<file path="config.mk">
export PLATFORM = sky130hd
export DESIGN_NAME = vcr_bank
export DESIGN_NICKNAME = d
export VERILOG_FILES = /design/src/hw/vcr_pkg.sv /design/src/hw/ecc_event_if.sv /design/src/hw/event_counter.sv /design/src/hw/fail_capture.sv /design/src/hw/vcr_bank.sv
export SDC_FILE = /design/constraint.sdc
export NUM_CORES = 1
export LEC_CHECK = 0
export BUFFER_PORTS_ARGS = -buffer_cell sky130_fd_sc_hd__buf_4
export CELL_PAD_IN_SITES_DETAIL_PLACEMENT = 0
export CELL_PAD_IN_SITES_GLOBAL_PLACEMENT = 1
export CORE_MARGIN = 1
export CORE_UTILIZATION = 44
export DETAILED_ROUTE_END_ITERATION = 8
export PLACE_DENSITY = 0.85
export SYNTH_ARGS = -nofsm -noshare
export SYNTH_HDL_FRONTEND = slang
export SYNTH_SLANG_ARGS = --single-unit
</file>
<file path="constraint.sdc">
create_clock -name clock -period 5.4 [get_ports clock]
set_clock_uncertainty 0.15 [all_clocks]
set_input_delay 0.81 -clock clock [delete_from_list [all_inputs] [get_ports clock]]
set_output_delay 0.81 -clock clock [all_outputs]
set_load 0.005 [all_outputs]
</file>
<file path="src/hw/vcr_pkg.sv">
// volatile configuration bank constants: offsets, reset values, codes, field positions
// assumes every user imports the whole package
package vcr_pkg;

  // ************************************************************
  // register offsets (low address byte only)
  // ************************************************************
  localparam logic [7:0] OFS_IO_MODE = 8'h00;
  localparam logic [7:0] OFS_DUMMY = 8'h01;
  localparam logic [7:0] OFS_DRIVE = 8'h03;
  localparam logic [7:0] OFS_ADDR_BYTES = 8'h05;
  localparam logic [7:0] OFS_EXEC_IN_PLACE = 8'h06;
  localparam logic [7:0] OFS_WRAP = 8'h07;
  localparam logic [7:0] OFS_TRAIN = 8'h0a;
  localparam logic [7:0] OFS_INTEG = 8'h0b;
  localparam logic [7:0] OFS_ECC_STAT = 8'h0c;
  localparam logic [7:0] OFS_FAIL0 = 8'h0d;
  localparam logic [7:0] OFS_FAIL1 = 8'h0e;
  localparam logic [7:0] OFS_FAIL2 = 8'h0f;
  localparam logic [7:0] OFS_FAIL3 = 8'h10;

  // ************************************************************
  // reset values and fixed read answers
  // ************************************************************
  localparam logic [7:0] RST_ERASED = 8'hff;
  localparam logic [7:0] RST_DUMMY = 8'h1f;
  localparam logic [7:0] RST_TRAIN = 8'h55;
  localparam logic [6:0] RST_INTEG = 7'h7f;
  localparam logic [7:0] READ_RESERVED = 8'hff;

  // ************************************************************
  // setting codes
  // ************************************************************
  localparam logic [7:0] IO_EXT_STROBE = 8'hff;
  localparam logic [7:0] IO_EXT_NO_STROBE = 8'hdf;
  localparam logic [7:0] IO_ODDR_STROBE = 8'he7;
  localparam logic [7:0] IO_ODDR_NO_STROBE = 8'hc7;
  localparam logic [7:0] CODE_0 = 8'hff;
  localparam logic [7:0] CODE_1 = 8'hfe;
  localparam logic [7:0] CODE_2 = 8'hfd;
  localparam logic [7:0] CODE_3 = 8'hfc;
  localparam logic [7:0] DUMMY_ZERO = 8'h00;
  localparam logic [7:0] DUMMY_DEF = 8'h1f;

  // ************************************************************
  // field layout of the integrity control byte and status byte
  // ************************************************************
  localparam int BIT_TRAIN_SEL = 6;
  localparam int CHUNK_HI = 5;
  localparam int CHUNK_LO = 4;
  localparam int BIT_CHECK = 3;
  localparam int BIT_ERR_TYPE = 2;
  localparam int BIT_ERR_PIN = 1;
  localparam int BIT_ECC = 0;
  localparam logic [7:0] LINE3_MASK = 8'h08;
  localparam int DUMMY_W = 5;
  localparam int CNT_W = 4;
  localparam int FAIL_W = 28;
  localparam logic [CNT_W-1:0] COUNT_MAX = 4'hf;

  // ************************************************************
  // decoded sizes in bytes
  // ************************************************************
  localparam logic [7:0] CHUNK_16 = 8'h10;
  localparam logic [7:0] CHUNK_32 = 8'h20;
  localparam logic [7:0] CHUNK_64 = 8'h40;
  localparam logic [7:0] CHUNK_128 = 8'h80;
  localparam logic [6:0] WRAP_NONE = 7'h00;
  localparam logic [6:0] WRAP_64 = 7'h40;
  localparam logic [6:0] WRAP_32 = 7'h20;
  localparam logic [6:0] WRAP_16 = 7'h10;

endpackage : vcr_pkg

</file>
<file path="src/hw/ecc_event_if.sv">
// carrier for correction and recorded error events between the bank and its counter and capture leaves
// assumes all three parties share one clock
`timescale 1ns/10ps
interface ecc_event_if;
  import vcr_pkg::*;
  logic corr_event;
  logic record_event;
  logic [FAIL_W-1:0] chunk_addr;
  logic [CNT_W-1:0] count;
  logic [FAIL_W-1:0] first_addr;
  logic first_valid;
  modport hub (output corr_event, output record_event, output chunk_addr,
               input count, input first_addr, input first_valid);
  modport counter (input corr_event, output count);
  modport capture (input record_event, input chunk_addr, output first_addr,
                   output first_valid);
endinterface : ecc_event_if

</file>
<file path="src/hw/event_counter.sv">
// saturating count of correction events
// assumes events are qualified by the bank before they arrive
`timescale 1ns/10ps
module event_counter
  import vcr_pkg::*;
(
  // clock and reset
  input wire logic clock,
  input wire logic rst,
  // events
  ecc_event_if.counter ev
);

  // sticks at the top so software can tell overflow happened
  always_ff @(posedge clock or posedge rst) begin
    if (rst) begin
      ev.count <= '0;
    end else if (ev.corr_event && (ev.count != COUNT_MAX)) begin
      ev.count <= ev.count + 1'b1;
    end
  end

endmodule : event_counter

</file>
<file path="src/hw/fail_capture.sv">
// holds the chunk address of the first recorded error event
// assumes record_event is already filtered by error type and ecc state
`timescale 1ns/10ps
module fail_capture
  import vcr_pkg::*;
(
  // clock and reset
  input wire logic clock,
  input wire logic rst,
  // events
  ecc_event_if.capture ev
);

  // only the first event is kept; later ones are dropped until reset
  always_ff @(posedge clock or posedge rst) begin
    if (rst) begin
      ev.first_valid <= 1'b0;
      ev.first_addr <= '0;
    end else if (ev.record_event && !ev.first_valid) begin
      ev.first_valid <= 1'b1;
      ev.first_addr <= ev.chunk_addr;
    end
  end

endmodule : fail_capture

</file>
<file path="src/hw/vcr_bank.sv">
// volatile configuration register bank with decoded settings and ecc status
// assumes one-cycle register command strobes and a cmd_start pulse per flash command
//
// Contract
// bit 6 of 0Bh at 0 inverts training line 3, at 1 all lines equal.
// bits 5:4 of 0Bh pick chunk 16/32/64/128 bytes for codes 11/10/01/00.
// bit 3 of 0Bh at 0 enables parity and data checks, octal DDR only.
// bit 2 of 0Bh picks 2-bit detection (1) or 1-bit correction (0) for error pin.
// error type also picks what the first fail address records, only with ecc on.
// bit 1 of 0Bh at 0 enables the error pin; default keeps it inactive.
// bit 0 of 0Bh at 0 turns correction on; resets to 1, off.
// 0Ah holds the training pattern, default 55h, bit 7 most significant.
// 07h wrap: FFh continuous, FEh 64, FDh 32, FCh 16 bytes; rest reserved.
// 06h at FEh enables execute in place; host enables before entering.
// 05h FFh gives 3 address bytes, FEh gives 4; rest reserved.
// 03h drive code FFh 50, FEh 35, FDh 25, FCh 18 ohm; rest reserved.
// 01h dummy count 01h-1Eh literal, 1Fh per-command default, 00h like 1Fh.
// host programs enough dummy cycles for its clock rate.
// 00h protocol FFh, DFh, E7h, C7h; everything else reserved.
// DDR x8 strapped parts read FFh yet only accept octal DDR with strobe.
// correction counter in 0Ch bits 6:3 counts events and saturates at 15.
// writes of reserved settings are ignored, set flag bit 1, clear latch.
// reads of reserved addresses return FFh.
// only the low address byte selects a register byte.
// all bits reset to FFh unless a field gives another default.
// new settings apply from the next command after the write.
`timescale 1ns/10ps
module vcr_bank
  import vcr_pkg::*;
(
  // clock and reset
  input wire logic clock,
  input wire logic rst,
  // strap, sampled once after reset
  input wire logic boot_ddr8,
  // register command port
  input wire logic cmd_valid,
  input wire logic cmd_write,
  input wire logic [31:0] cmd_addr,
  input wire logic [7:0] cmd_wdata,
  output logic rd_valid_r,
  output logic [7:0] rd_data_r,
  output logic wr_accept_r,
  // flag status and write enable latch side effects
  input wire logic flag_clear,
  output logic reserved_flag_r,
  output logic wel_clear_r,
  // command boundary
  input wire logic cmd_start,
  // applied settings
  output logic io_ddr_r,
  output logic io_strobe_r,
  output logic [DUMMY_W-1:0] dummy_cycles_r,
  output logic dummy_default_r,
  output logic [1:0] drive_code_r,
  output logic addr_4byte_r,
  output logic exec_in_place_en_r,
  output logic [6:0] wrap_bytes_r,
  output logic [7:0] chunk_bytes_r,
  output logic integrity_check_on_r,
  output logic correction_on_r,
  // training pattern drive
  input wire logic [2:0] train_bit_sel,
  output logic [7:0] train_dq_r,
  // ecc events from the array path
  input wire logic ecc_corr_event,
  input wire logic ecc_detect_event,
  input wire logic [FAIL_W-1:0] ecc_chunk_addr,
  output logic err_n_r
);

  // ************************************************************
  // storage
  // ************************************************************
  logic [7:0] mode_r;
  logic [7:0] dummy_r;
  logic [7:0] drive_r;
  logic [7:0] addr_bytes_r;
  logic [7:0] exec_r;
  logic [7:0] wrap_r;
  logic [7:0] train_r;
  logic [6:0] integ_r;
  logic [6:0] act_integ_r;
  logic [7:0] act_train_r;
  logic strap_r;
  logic strap_done_r;
  logic detect_stat_r;
  logic [7:0] rd_nxt;
  logic [7:0] lsb;
  logic write_hit;
  logic write_good;
  logic read_hit;
  ecc_event_if ev ();

  // legal-code check per register; strapped parts refuse the extended modes
  function automatic logic write_ok(input logic [7:0] a, input logic [7:0] d,
                                    input logic strap);
    if (a == OFS_IO_MODE) begin
      if (strap) begin
        return d == IO_ODDR_STROBE;
      end
      return (d == IO_EXT_STROBE) || (d == IO_EXT_NO_STROBE) ||
             (d == IO_ODDR_STROBE) || (d == IO_ODDR_NO_STROBE);
    end else if (a == OFS_DUMMY) begin
      return d <= DUMMY_DEF;
    end else if ((a == OFS_DRIVE) || (a == OFS_WRAP)) begin
      return (d == CODE_0) || (d == CODE_1) || (d == CODE_2) || (d == CODE_3);
    end else if ((a == OFS_ADDR_BYTES) || (a == OFS_EXEC_IN_PLACE)) begin
      return (d == CODE_0) || (d == CODE_1);
    end else if ((a == OFS_TRAIN) || (a == OFS_INTEG)) begin
      return 1'b1;
    end
    return 1'b0;
  endfunction : write_ok

  // index of a four-way code FFh..FCh, 0 for FFh
  function automatic logic [1:0] code_index(input logic [7:0] d);
    return ~d[1:0];
  endfunction : code_index

  // ************************************************************
  // command decode
  // ************************************************************
  assign lsb = cmd_addr[7:0];
  assign write_hit = cmd_valid && cmd_write;
  assign read_hit = cmd_valid && !cmd_write;
  assign write_good = write_ok(lsb, cmd_wdata, strap_r);

  // strap is caught by the clock after release, never by the reset itself
  always_ff @(posedge clock or posedge rst) begin
    if (rst) begin
      strap_r <= 1'b0;
      strap_done_r <= 1'b0;
    end else if (!strap_done_r) begin
      strap_r <= boot_ddr8;
      strap_done_r <= 1'b1;
    end
  end

  // ************************************************************
  // register writes
  // ************************************************************
  always_ff @(posedge clock or posedge rst) begin
    if (rst) begin
      mode_r <= RST_ERASED;
      dummy_r <= RST_DUMMY;
      drive_r <= RST_ERASED;
      addr_bytes_r <= RST_ERASED;
      exec_r <= RST_ERASED;
      wrap_r <= RST_ERASED;
      train_r <= RST_TRAIN;
      integ_r <= RST_INTEG;
    end else if (write_hit && write_good) begin
      if (lsb == OFS_IO_MODE) begin
        mode_r <= cmd_wdata;
      end else if (lsb == OFS_DUMMY) begin
        dummy_r <= cmd_wdata;
      end else if (lsb == OFS_DRIVE) begin
        drive_r <= cmd_wdata;
      end else if (lsb == OFS_ADDR_BYTES) begin
        addr_bytes_r <= cmd_wdata;
      end else if (lsb == OFS_EXEC_IN_PLACE) begin
        exec_r <= cmd_wdata;
      end else if (lsb == OFS_WRAP) begin
        wrap_r <= cmd_wdata;
      end else if (lsb == OFS_TRAIN) begin
        train_r <= cmd_wdata;
      end else if (lsb == OFS_INTEG) begin
        integ_r <= cmd_wdata[6:0];
      end
    end
  end

  // refusal side effects; a new refusal wins over a clear in the same cycle
  always_ff @(posedge clock or posedge rst) begin
    if (rst) begin
      reserved_flag_r <= 1'b0;
      wel_clear_r <= 1'b0;
      wr_accept_r <= 1'b0;
    end else begin
      wel_clear_r <= write_hit && !write_good;
      wr_accept_r <= write_hit && write_good;
      if (write_hit && !write_good) begin
        reserved_flag_r <= 1'b1;
      end else if (flag_clear) begin
        reserved_flag_r <= 1'b0;
      end
    end
  end

  // ************************************************************
  // register reads
  // ************************************************************
  // read mux; unmapped bytes answer erased
  always_comb begin
    rd_nxt = READ_RESERVED;
    if (lsb == OFS_IO_MODE) begin
      rd_nxt = mode_r;
    end else if (lsb == OFS_DUMMY) begin
      rd_nxt = dummy_r;
    end else if (lsb == OFS_DRIVE) begin
      rd_nxt = drive_r;
    end else if (lsb == OFS_ADDR_BYTES) begin
      rd_nxt = addr_bytes_r;
    end else if (lsb == OFS_EXEC_IN_PLACE) begin
      rd_nxt = exec_r;
    end else if (lsb == OFS_WRAP) begin
      rd_nxt = wrap_r;
    end else if (lsb == OFS_TRAIN) begin
      rd_nxt = train_r;
    end else if (lsb == OFS_INTEG) begin
      rd_nxt = {1'b1, integ_r}; // reserved top bit reads erased
    end else if (lsb == OFS_ECC_STAT) begin
      rd_nxt = {1'b0, ev.count, detect_stat_r, 2'b00};
    end else if (lsb == OFS_FAIL0) begin
      rd_nxt = {ev.first_addr[3:0], 4'h0};
    end else if (lsb == OFS_FAIL1) begin
      rd_nxt = ev.first_addr[11:4];
    end else if (lsb == OFS_FAIL2) begin
      rd_nxt = ev.first_addr[19:12];
    end else if (lsb == OFS_FAIL3) begin
      rd_nxt = ev.first_addr[27:20];
    end
  end

  // read answer one cycle after the request
  always_ff @(posedge clock or posedge rst) begin
    if (rst) begin
      rd_valid_r <= 1'b0;
      rd_data_r <= '0;
    end else begin
      rd_valid_r <= read_hit;
      rd_data_r <= read_hit ? rd_nxt : rd_data_r;
    end
  end

  // ************************************************************
  // settings applied at command boundaries
  // ************************************************************
  // a command in flight keeps its old view; costs one cycle of latency at start
  always_ff @(posedge clock or posedge rst) begin
    if (rst) begin
      io_ddr_r <= 1'b0;
      io_strobe_r <= 1'b1;
      dummy_cycles_r <= RST_DUMMY[DUMMY_W-1:0];
      dummy_default_r <= 1'b1;
      drive_code_r <= 2'b00;
      addr_4byte_r <= 1'b0;
      exec_in_place_en_r <= 1'b0;
      wrap_bytes_r <= WRAP_NONE;
      act_integ_r <= RST_INTEG;
      act_train_r <= RST_TRAIN;
    end else if (cmd_start) begin
      io_ddr_r <= strap_r || (mode_r == IO_ODDR_STROBE) ||
                  (mode_r == IO_ODDR_NO_STROBE);
      io_strobe_r <= strap_r || (mode_r == IO_EXT_STROBE) ||
                     (mode_r == IO_ODDR_STROBE);
      dummy_cycles_r <= dummy_r[DUMMY_W-1:0];
      dummy_default_r <= (dummy_r == DUMMY_DEF) || (dummy_r == DUMMY_ZERO);
      drive_code_r <= code_index(drive_r);
      addr_4byte_r <= addr_bytes_r == CODE_1;
      exec_in_place_en_r <= exec_r == CODE_1;
      case (code_index(wrap_r))
        2'b01: wrap_bytes_r <= WRAP_64;
        2'b10: wrap_bytes_r <= WRAP_32;
        2'b11: wrap_bytes_r <= WRAP_16;
        default: wrap_bytes_r <= WRAP_NONE;
      endcase
      act_integ_r <= integ_r;
      act_train_r <= train_r;
    end
  end

  // integrity decode follows the applied control byte and mode
  always_ff @(posedge clock or posedge rst) begin
    if (rst) begin
      chunk_bytes_r <= CHUNK_16;
      integrity_check_on_r <= 1'b0;
      correction_on_r <= 1'b0;
    end else begin
      case (act_integ_r[CHUNK_HI:CHUNK_LO])
        2'b11: chunk_bytes_r <= CHUNK_16;
        2'b10: chunk_bytes_r <= CHUNK_32;
        2'b01: chunk_bytes_r <= CHUNK_64;
        default: chunk_bytes_r <= CHUNK_128;
      endcase
      integrity_check_on_r <= !act_integ_r[BIT_CHECK] && io_ddr_r;
      correction_on_r <= !act_integ_r[BIT_ECC];
    end
  end

  // training lines; line 3 flips when the select bit is clear
  always_ff @(posedge clock or posedge rst) begin
    if (rst) begin
      train_dq_r <= '0;
    end else begin
      train_dq_r <= {8{act_train_r[train_bit_sel]}} ^
                    (act_integ_r[BIT_TRAIN_SEL] ? 8'h00 : LINE3_MASK);
    end
  end

  // ************************************************************
  // ecc events, error pin and status
  // ************************************************************
  assign ev.corr_event = ecc_corr_event && correction_on_r;
  assign ev.record_event = correction_on_r &&
                           (act_integ_r[BIT_ERR_TYPE] ? ecc_detect_event : ecc_corr_event);
  assign ev.chunk_addr = ecc_chunk_addr;

  // pin is low for one cycle per selected event, only while enabled
  always_ff @(posedge clock or posedge rst) begin
    if (rst) begin
      err_n_r <= 1'b1;
      detect_stat_r <= 1'b0;
    end else begin
      err_n_r <= !(ev.record_event && !act_integ_r[BIT_ERR_PIN]);
      if (ecc_detect_event && correction_on_r) begin
        detect_stat_r <= 1'b1;
      end
    end
  end

  event_counter u_count (
    .clock(clock),
    .rst(rst),
    .ev(ev.counter)
  );

  fail_capture u_capture (
    .clock(clock),
    .rst(rst),
    .ev(ev.capture)
  );
endmodule : vcr_bank

</file>
Word level (Yosys, flattened, before mapping)
Index checks and enable logic that the tools add are counted.

Register bits: 164. Output and inout port bits: 50. Logic and storage cells: 158.

Add/subtract/negate cells: 1. $lt $le $gt $ge: 2. Equal/unequal tests: 32. Mux-type cells: 36. Bitwise gates (word level): 10. Reduce and logical (&&, ||, !) cells: 43.

Operators by type and width (number): $mux 8 (13); $eq 8x8->1 const B (12); $eq 8x4->1 const B (6); $eq 8x3->1 const B (3); $pmux 8 s3 (1); $pmux 7 s3 (1); $mux 1 (19); $eq 8x5->1 const B (2); $logic_not 8->1 (2); $logic_or 1x1->1 (14); $logic_and 1x1->1 (11); $reduce_and 9->1 (1); $eq 2x2->1 const B (4); $eq 8x1->1 const B (1); $eq 8x2->1 const B (1); $le 8x5->1 const B (1); $reduce_and 8->1 (1); $xor 8x4->8 (1); $logic_not 1->1 (7); $not 1->1 (7); $reduce_and 7->1 (1); $reduce_and 6->1 (1); $reduce_and 5->1 (1); $add 4x1->4 const B (1); 10 further kinds (12).

Depth between registers and ports, before layout
Depth in word-level cells: 14. Mapped depth: 9. Mapped depth without buffers: 6.

Cells and area by module
Synthesis repeated with hierarchy kept, for this count alone.

Cells, all modules: 616. Area, all modules: 7282.0 µm².

Modules (own cells, without submodules): vcr_bank (times used 1, cells each 532, area each 5873.1 µm², sequential area each 3022.9 µm²); fail_capture (times used 1, cells each 63, area each 1194.9 µm², sequential area each 725.7 µm²); event_counter (times used 1, cells each 21, area each 214.0 µm², sequential area each 100.1 µm²).

Worst setup path before layout
OpenSTA, ideal clock, no wires.

Path kind: in2reg. From: input cmd_addr[7]. To: register train_r[1]. Data arrival time: 2395 ps. Required time: 5125 ps. Setup slack: 2730 ps. Stages on the path: 5. Path buffers: 1. Cell sequence: or4_4 -> buf_6 -> or3_4 -> nor2_4 -> mux2_2.

Cells in the longest elaborated chain, start to end: 10. Elaborated cells on any way between the ends: 29. Those cells by class: eq/ne: 7; mux: 10; bitwise: 6; reduce/logical: 6.

Ends and longest elaborated chain: from (decl) (RTL line vcr_bank.sv:39) `input wire logic [31:0] cmd_addr,`; $eq 8x4->1, on equally long branches (RTL line vcr_bank.sv:110, vcr_bank.sv:166); $logic_or 1x1->1 (RTL line vcr_bank.sv:110) `end else if ((a == OFS_TRAIN) || (a == OFS_INTEG)) begin`; $mux 1 (RTL line vcr_bank.sv:110); $mux 1 (RTL line vcr_bank.sv:108) `end else if ((a == OFS_ADDR_BYTES) || (a == OFS_EXEC_IN_PLACE)) begin`; $mux 1 (RTL line vcr_bank.sv:106) `end else if ((a == OFS_DRIVE) || (a == OFS_WRAP)) begin`; $mux 1 (RTL line vcr_bank.sv:104) `end else if (a == OFS_DUMMY) begin`; $mux 1 (RTL line vcr_bank.sv:98) `if (a == OFS_IO_MODE) begin`; $mux 1 (RTL line vcr_bank.sv:113) `return 1'b0;`; $logic_and 1x1->1 (RTL line vcr_bank.sv:153) `end else if (write_hit && write_good) begin`; $reduce_and 8->1 (no source line) *; to (signal assigned) (RTL line vcr_bank.sv:167) `train_r <= cmd_wdata;`; to (decl) (RTL line vcr_bank.sv:81) `logic [7:0] train_r;`.

Every way passes the cells marked *; elsewhere a longest branch is shown, timed or not. A chain may end at the register's enable or synchronous reset.

Worst setup path in the final report
From: input cmd_addr[3]. To: register rd_data_r[6].

Cells in the longest elaborated chain, start to end: 14. Elaborated cells on any way between the ends: 26. Those cells by class: eq/ne: 12; mux: 13; reduce/logical: 1.

Ends and longest elaborated chain: $eq 8x5->1 (RTL line vcr_bank.sv:221) `end else if (lsb == OFS_FAIL3) begin`; $mux 8 (RTL line vcr_bank.sv:221); $mux 8 (RTL line vcr_bank.sv:219) `end else if (lsb == OFS_FAIL2) begin`; $mux 8 (RTL line vcr_bank.sv:217) `end else if (lsb == OFS_FAIL1) begin`; $mux 8 (RTL line vcr_bank.sv:215) `end else if (lsb == OFS_FAIL0) begin`; $mux 8 (RTL line vcr_bank.sv:213) `end else if (lsb == OFS_ECC_STAT) begin`; $mux 8 (RTL line vcr_bank.sv:211) `end else if (lsb == OFS_INTEG) begin`; $mux 8 (RTL line vcr_bank.sv:209) `end else if (lsb == OFS_TRAIN) begin`; $mux 8 (RTL line vcr_bank.sv:207) `end else if (lsb == OFS_WRAP) begin`; $mux 8 (RTL line vcr_bank.sv:205) `end else if (lsb == OFS_EXEC_IN_PLACE) begin`; $mux 8 (RTL line vcr_bank.sv:203) `end else if (lsb == OFS_ADDR_BYTES) begin`; $mux 8 (RTL line vcr_bank.sv:201) `end else if (lsb == OFS_DRIVE) begin`; $mux 8 (RTL line vcr_bank.sv:199) `end else if (lsb == OFS_DUMMY) begin`; $mux 8 * (RTL line vcr_bank.sv:197) `if (lsb == OFS_IO_MODE) begin`; to (signal assigned) (RTL line vcr_bank.sv:233) `rd_data_r <= read_hit ? rd_nxt : rd_data_r;`; to (decl) (RTL line vcr_bank.sv:42) `output logic [7:0] rd_data_r,`.

Marked as above.

==> metrics.csv <==
stage,metric,value,unit
run_status,status,completed,
routing,vias post-DR,5123,
placed_design,dpl hpwl,12.6,mm
clock_network,PostCTS Resize Cnt,0,
yosys,sequential area share after synthesis,54.2,%
power,Power Density,320,nW/µm²
cells_and_area,"commonest non-fill, non-tap cell in the layout",buf_4,
cells_and_area,fillers,1373,
placed_design,placed cell area,7940,µm²
grt,busiest grt layer,met2,
die,IO Pins,130,
timing,"Setup violations, final",0,
power,overall power,0.00273,W
timing,post-route minimum period,3.17,ns
yosys,top-area cell type share of the netlist area,28.1,%
clock_network,Num Clock Sinks,150,
grt,GR Util All Layers,22.6,%
worst_setup_path,CP required,5.60,ns
clock_network,H-tree depth,4,
grt,met2 GRT Util,35.9,%
worst_setup_path,slowest cell on the critical path,a2111oi_0,
clock_network,Clock transition at path regs,0.06,ns
worst_setup_path,Worst setup SP type,input port,
cells_and_area,layout cells sized above 1,46.1,%
run,Max-Cap Viols,0,
yosys,asr flop ratio synth,100,%
clock_network,Worst-Skew Late Latency,0.43,ns
cells_and_area,ANT cells,0,
grt,pin count of the biggest net entering global routing,102,
worst_setup_path,"Largest stage delay, worst path",0.88,ns
timing,Final Slew Violations,0,
cells_and_area,# nets final,784,
cells_and_area,most frequent cells in the layout,"101 x buf_4, 76 x dfstp_2, 74 x mux2_2, 74 x dfrtp_1, 40 x nor2_1",
timing,Fin Setup TNS,0,ns
grt,antenna violations before repair,0,
yosys,Gate Count Post-Synth,617,
yosys,Synth Register Bits,150,
clock_network,TritonCTS Buffers,17,
timing,Slew @ Worst Pin,0.985,ns
grt,Congestion Overflow GR,0,
worst_setup_path,kind of critical path,in -> reg,
grt,met1 Usage GRT,29.9,%
die,initial cell density of the core,44.9,%
routing,routed len/inst,18.7,µm
placed_design,PortBufs,97,
die,Core Area,15800,µm²
power,Leak,3.71,nW
yosys,synthesized cell area,7110,µm²
clock_network,clock root cell,clkbuf_16,
hold_path,Hold/Removal Path Class,reg -> reg,
power,Max VDD drop,0.201,mV
timing,Worst slew margin,32.6,%
clock_network,CTS tree,yes,
grt,first-pass GRT wire length,28.0,mm
worst_setup_path,CP max FO,17,
routing,Vias/cell,5.50,
die,die footprint,16700,µm²
yosys,Ys Warns,0,
timing,part of the cycle the worst path needs,58.8,%
timing,final hold viol count,0,
die,die width,129,µm
routing,drt pass-1 iters,4,
yosys,Yosys cell types,69,
placed_design,gp weighted congestion,0.892,
routing,1st-iter DRT viols,394,
cells_and_area,area delta synth->final,20.1,%
die,# rows,46,
cells_and_area,cell area after layout,8540,µm²
yosys,cell taking the most area after synthesis,dfstp_2,
clock_network,setup bufs post-CTS,0,
routing,routed wire length,17.5,mm
worst_setup_path,crit-path cells,buf_4 > nand2b_1 > nor2_1 > a22o_1 > a2111oi_0 > o31ai_1 > a21oi_1,
yosys,top post-synthesis cells by area,"dfstp_2 28%, dfrtp_1 26%, mux2_2 12%",
worst_setup_path,Worst EP arrival,3.38,ns
clock_network,Clock Path Buffers,2,
clock_network,cts hold-fix bufs,0,
grt,met3 GRT Util,5.95,%
die,Die Ht,129,µm
yosys,average cell area after synthesis,11.5,µm²
yosys,Synth Flop Type,dfstp_2,
routing,Post-route DRC,0,
cells_and_area,fin util,53.9,%
yosys,number of synthesized flops with an enable pin,0,
timing,unrepaired setup endpoints after global routing,no,
worst_setup_path,CP Capture Type,flip-flop,
routing,post-route ant nets,0,
grt,vias in the first global route,5112,
timing,Peak Freq,0.315,GHz
-- cells by family after synthesis --
kind of cell             synth area share [%]
multiplexers                             14.3
flip-flops                               54.2
buffers and inverters                    4.05
other                                   0.106
XOR/XNOR                                0.863
AO/OA/AOI/OAI                            11.7
adder cells (fa/ha/maj)                 0.176
AND/OR/NAND/NOR                          14.7
-- area by class of cell --
type                    count  area, µm²  share of cell area, %
multi-input cells         417       3000                   35.1
clock inverters            15        170                   1.99
well taps                 216        270                   3.17
repair buffers            101        758                   8.88
clock buffers              17        425                   4.98
flip-flops and latches    150       3850                   45.1
inverters                  16       65.1                  0.762
-- per-stage QoR --
| stage | std cells | hold slack [ns] | setup slack (ns) |
|---|---|---|---|
| global placement | 900 | 0.283 | 1.94 |
| finish | 932 | 0.303 | 2.23 |
| global route | 932 | 0.336 | 2.15 |
| CTS | 932 | 0.306 | 2.41 |
| detailed placement | 900 | 0.289 | 1.98 |
| floorplan | 624 | 0.269 | 0.529 |
-- state kept, by name (all words and copies together), names as in the netlist, 8 cells and up --
signal,count
exec_r,8
drive_r,8
u_capture.ev.first_addr,28
rd_data_r,8
train_r,8
act_train_r,8
addr_bytes_r,8
mode_r,8
dummy_r,8
wrap_r,8
-- worst max-delay path: cells and delay by family --
family	cells	cell delay [ns]
AO/OA/AOI/OAI	4	1.56
AND/OR/NAND/NOR	2	0.81
buffers and inverters	1	0.20
-- synth_stat cells, types with 3 or more instances --
cell / number
mux2_4: 5
inv_1: 14
buf_4: 15
a31oi_1: 7
o31ai_1: 3
xor2_1: 3
a21oi_1: 23
a2bb2oi_1: 3
or2_2: 23
nor3_1: 10
nor2_4: 3
mux2_2: 74
dfstp_2: 76
o22a_1: 4
nor2_1: 41
dfrtp_1: 74
nand3b_1: 4
nand4_1: 4
buf_2: 8
o21ai_0: 34
nor4_1: 4
and2_1: 3
a21o_1: 4
buf_1: 4
o22ai_1: 7
a22o_1: 5
a211oi_1: 6
nand2_1: 35
nor2b_1: 10
nand3_1: 10
nand2b_1: 19
clkbuf_1: 13
a22oi_1: 7
mux2i_1: 6
xnor2_1: 4
or3_1: 3
a221oi_1: 5
-- metal layers --
| metal | vias up | routed length, µm |
|---|---|---|
| met3 | 26 | 970 |
| met2 | 181 | 8360 |
| met1 | 2543 | 7810 |
| li1 | 2373 | - |
| met5 | - | 0 |
| met4 | 0 | 319 |
-- path summary, 6_finish.rpt --
path,start,to,slack (ns),depth (start not counted)
max,cmd_addr[3],rd_data_r[6]$_DFFE_PP0P_,2.23,7
min,act_integ_r[0]$_DFFE_PP1P_,correction_on_r$_DFF_PP0_,0.30,1
max reg2reg,wrap_r[6]$_DFFE_PP1P_,rd_data_r[6]$_DFFE_PP0P_,3.11,5
min reg2reg,act_integ_r[0]$_DFFE_PP1P_,correction_on_r$_DFF_PP0_,0.30,1
max in group asynchronous,rst,rd_data_r[2]$_DFFE_PP0P_,3.54,3
min in group asynchronous,rst,chunk_bytes_r[7]$_DFF_PP0_,0.42,2
-- report_power, final --
group          total [W]  switching [W]  internal (W)
Clock            0.00118       0.000494      0.000691
Combinational   0.000274       0.000140      0.000134
Sequential       0.00127      0.0000580       0.00121
Note: power is estimated with default switching activity, not from simulation.
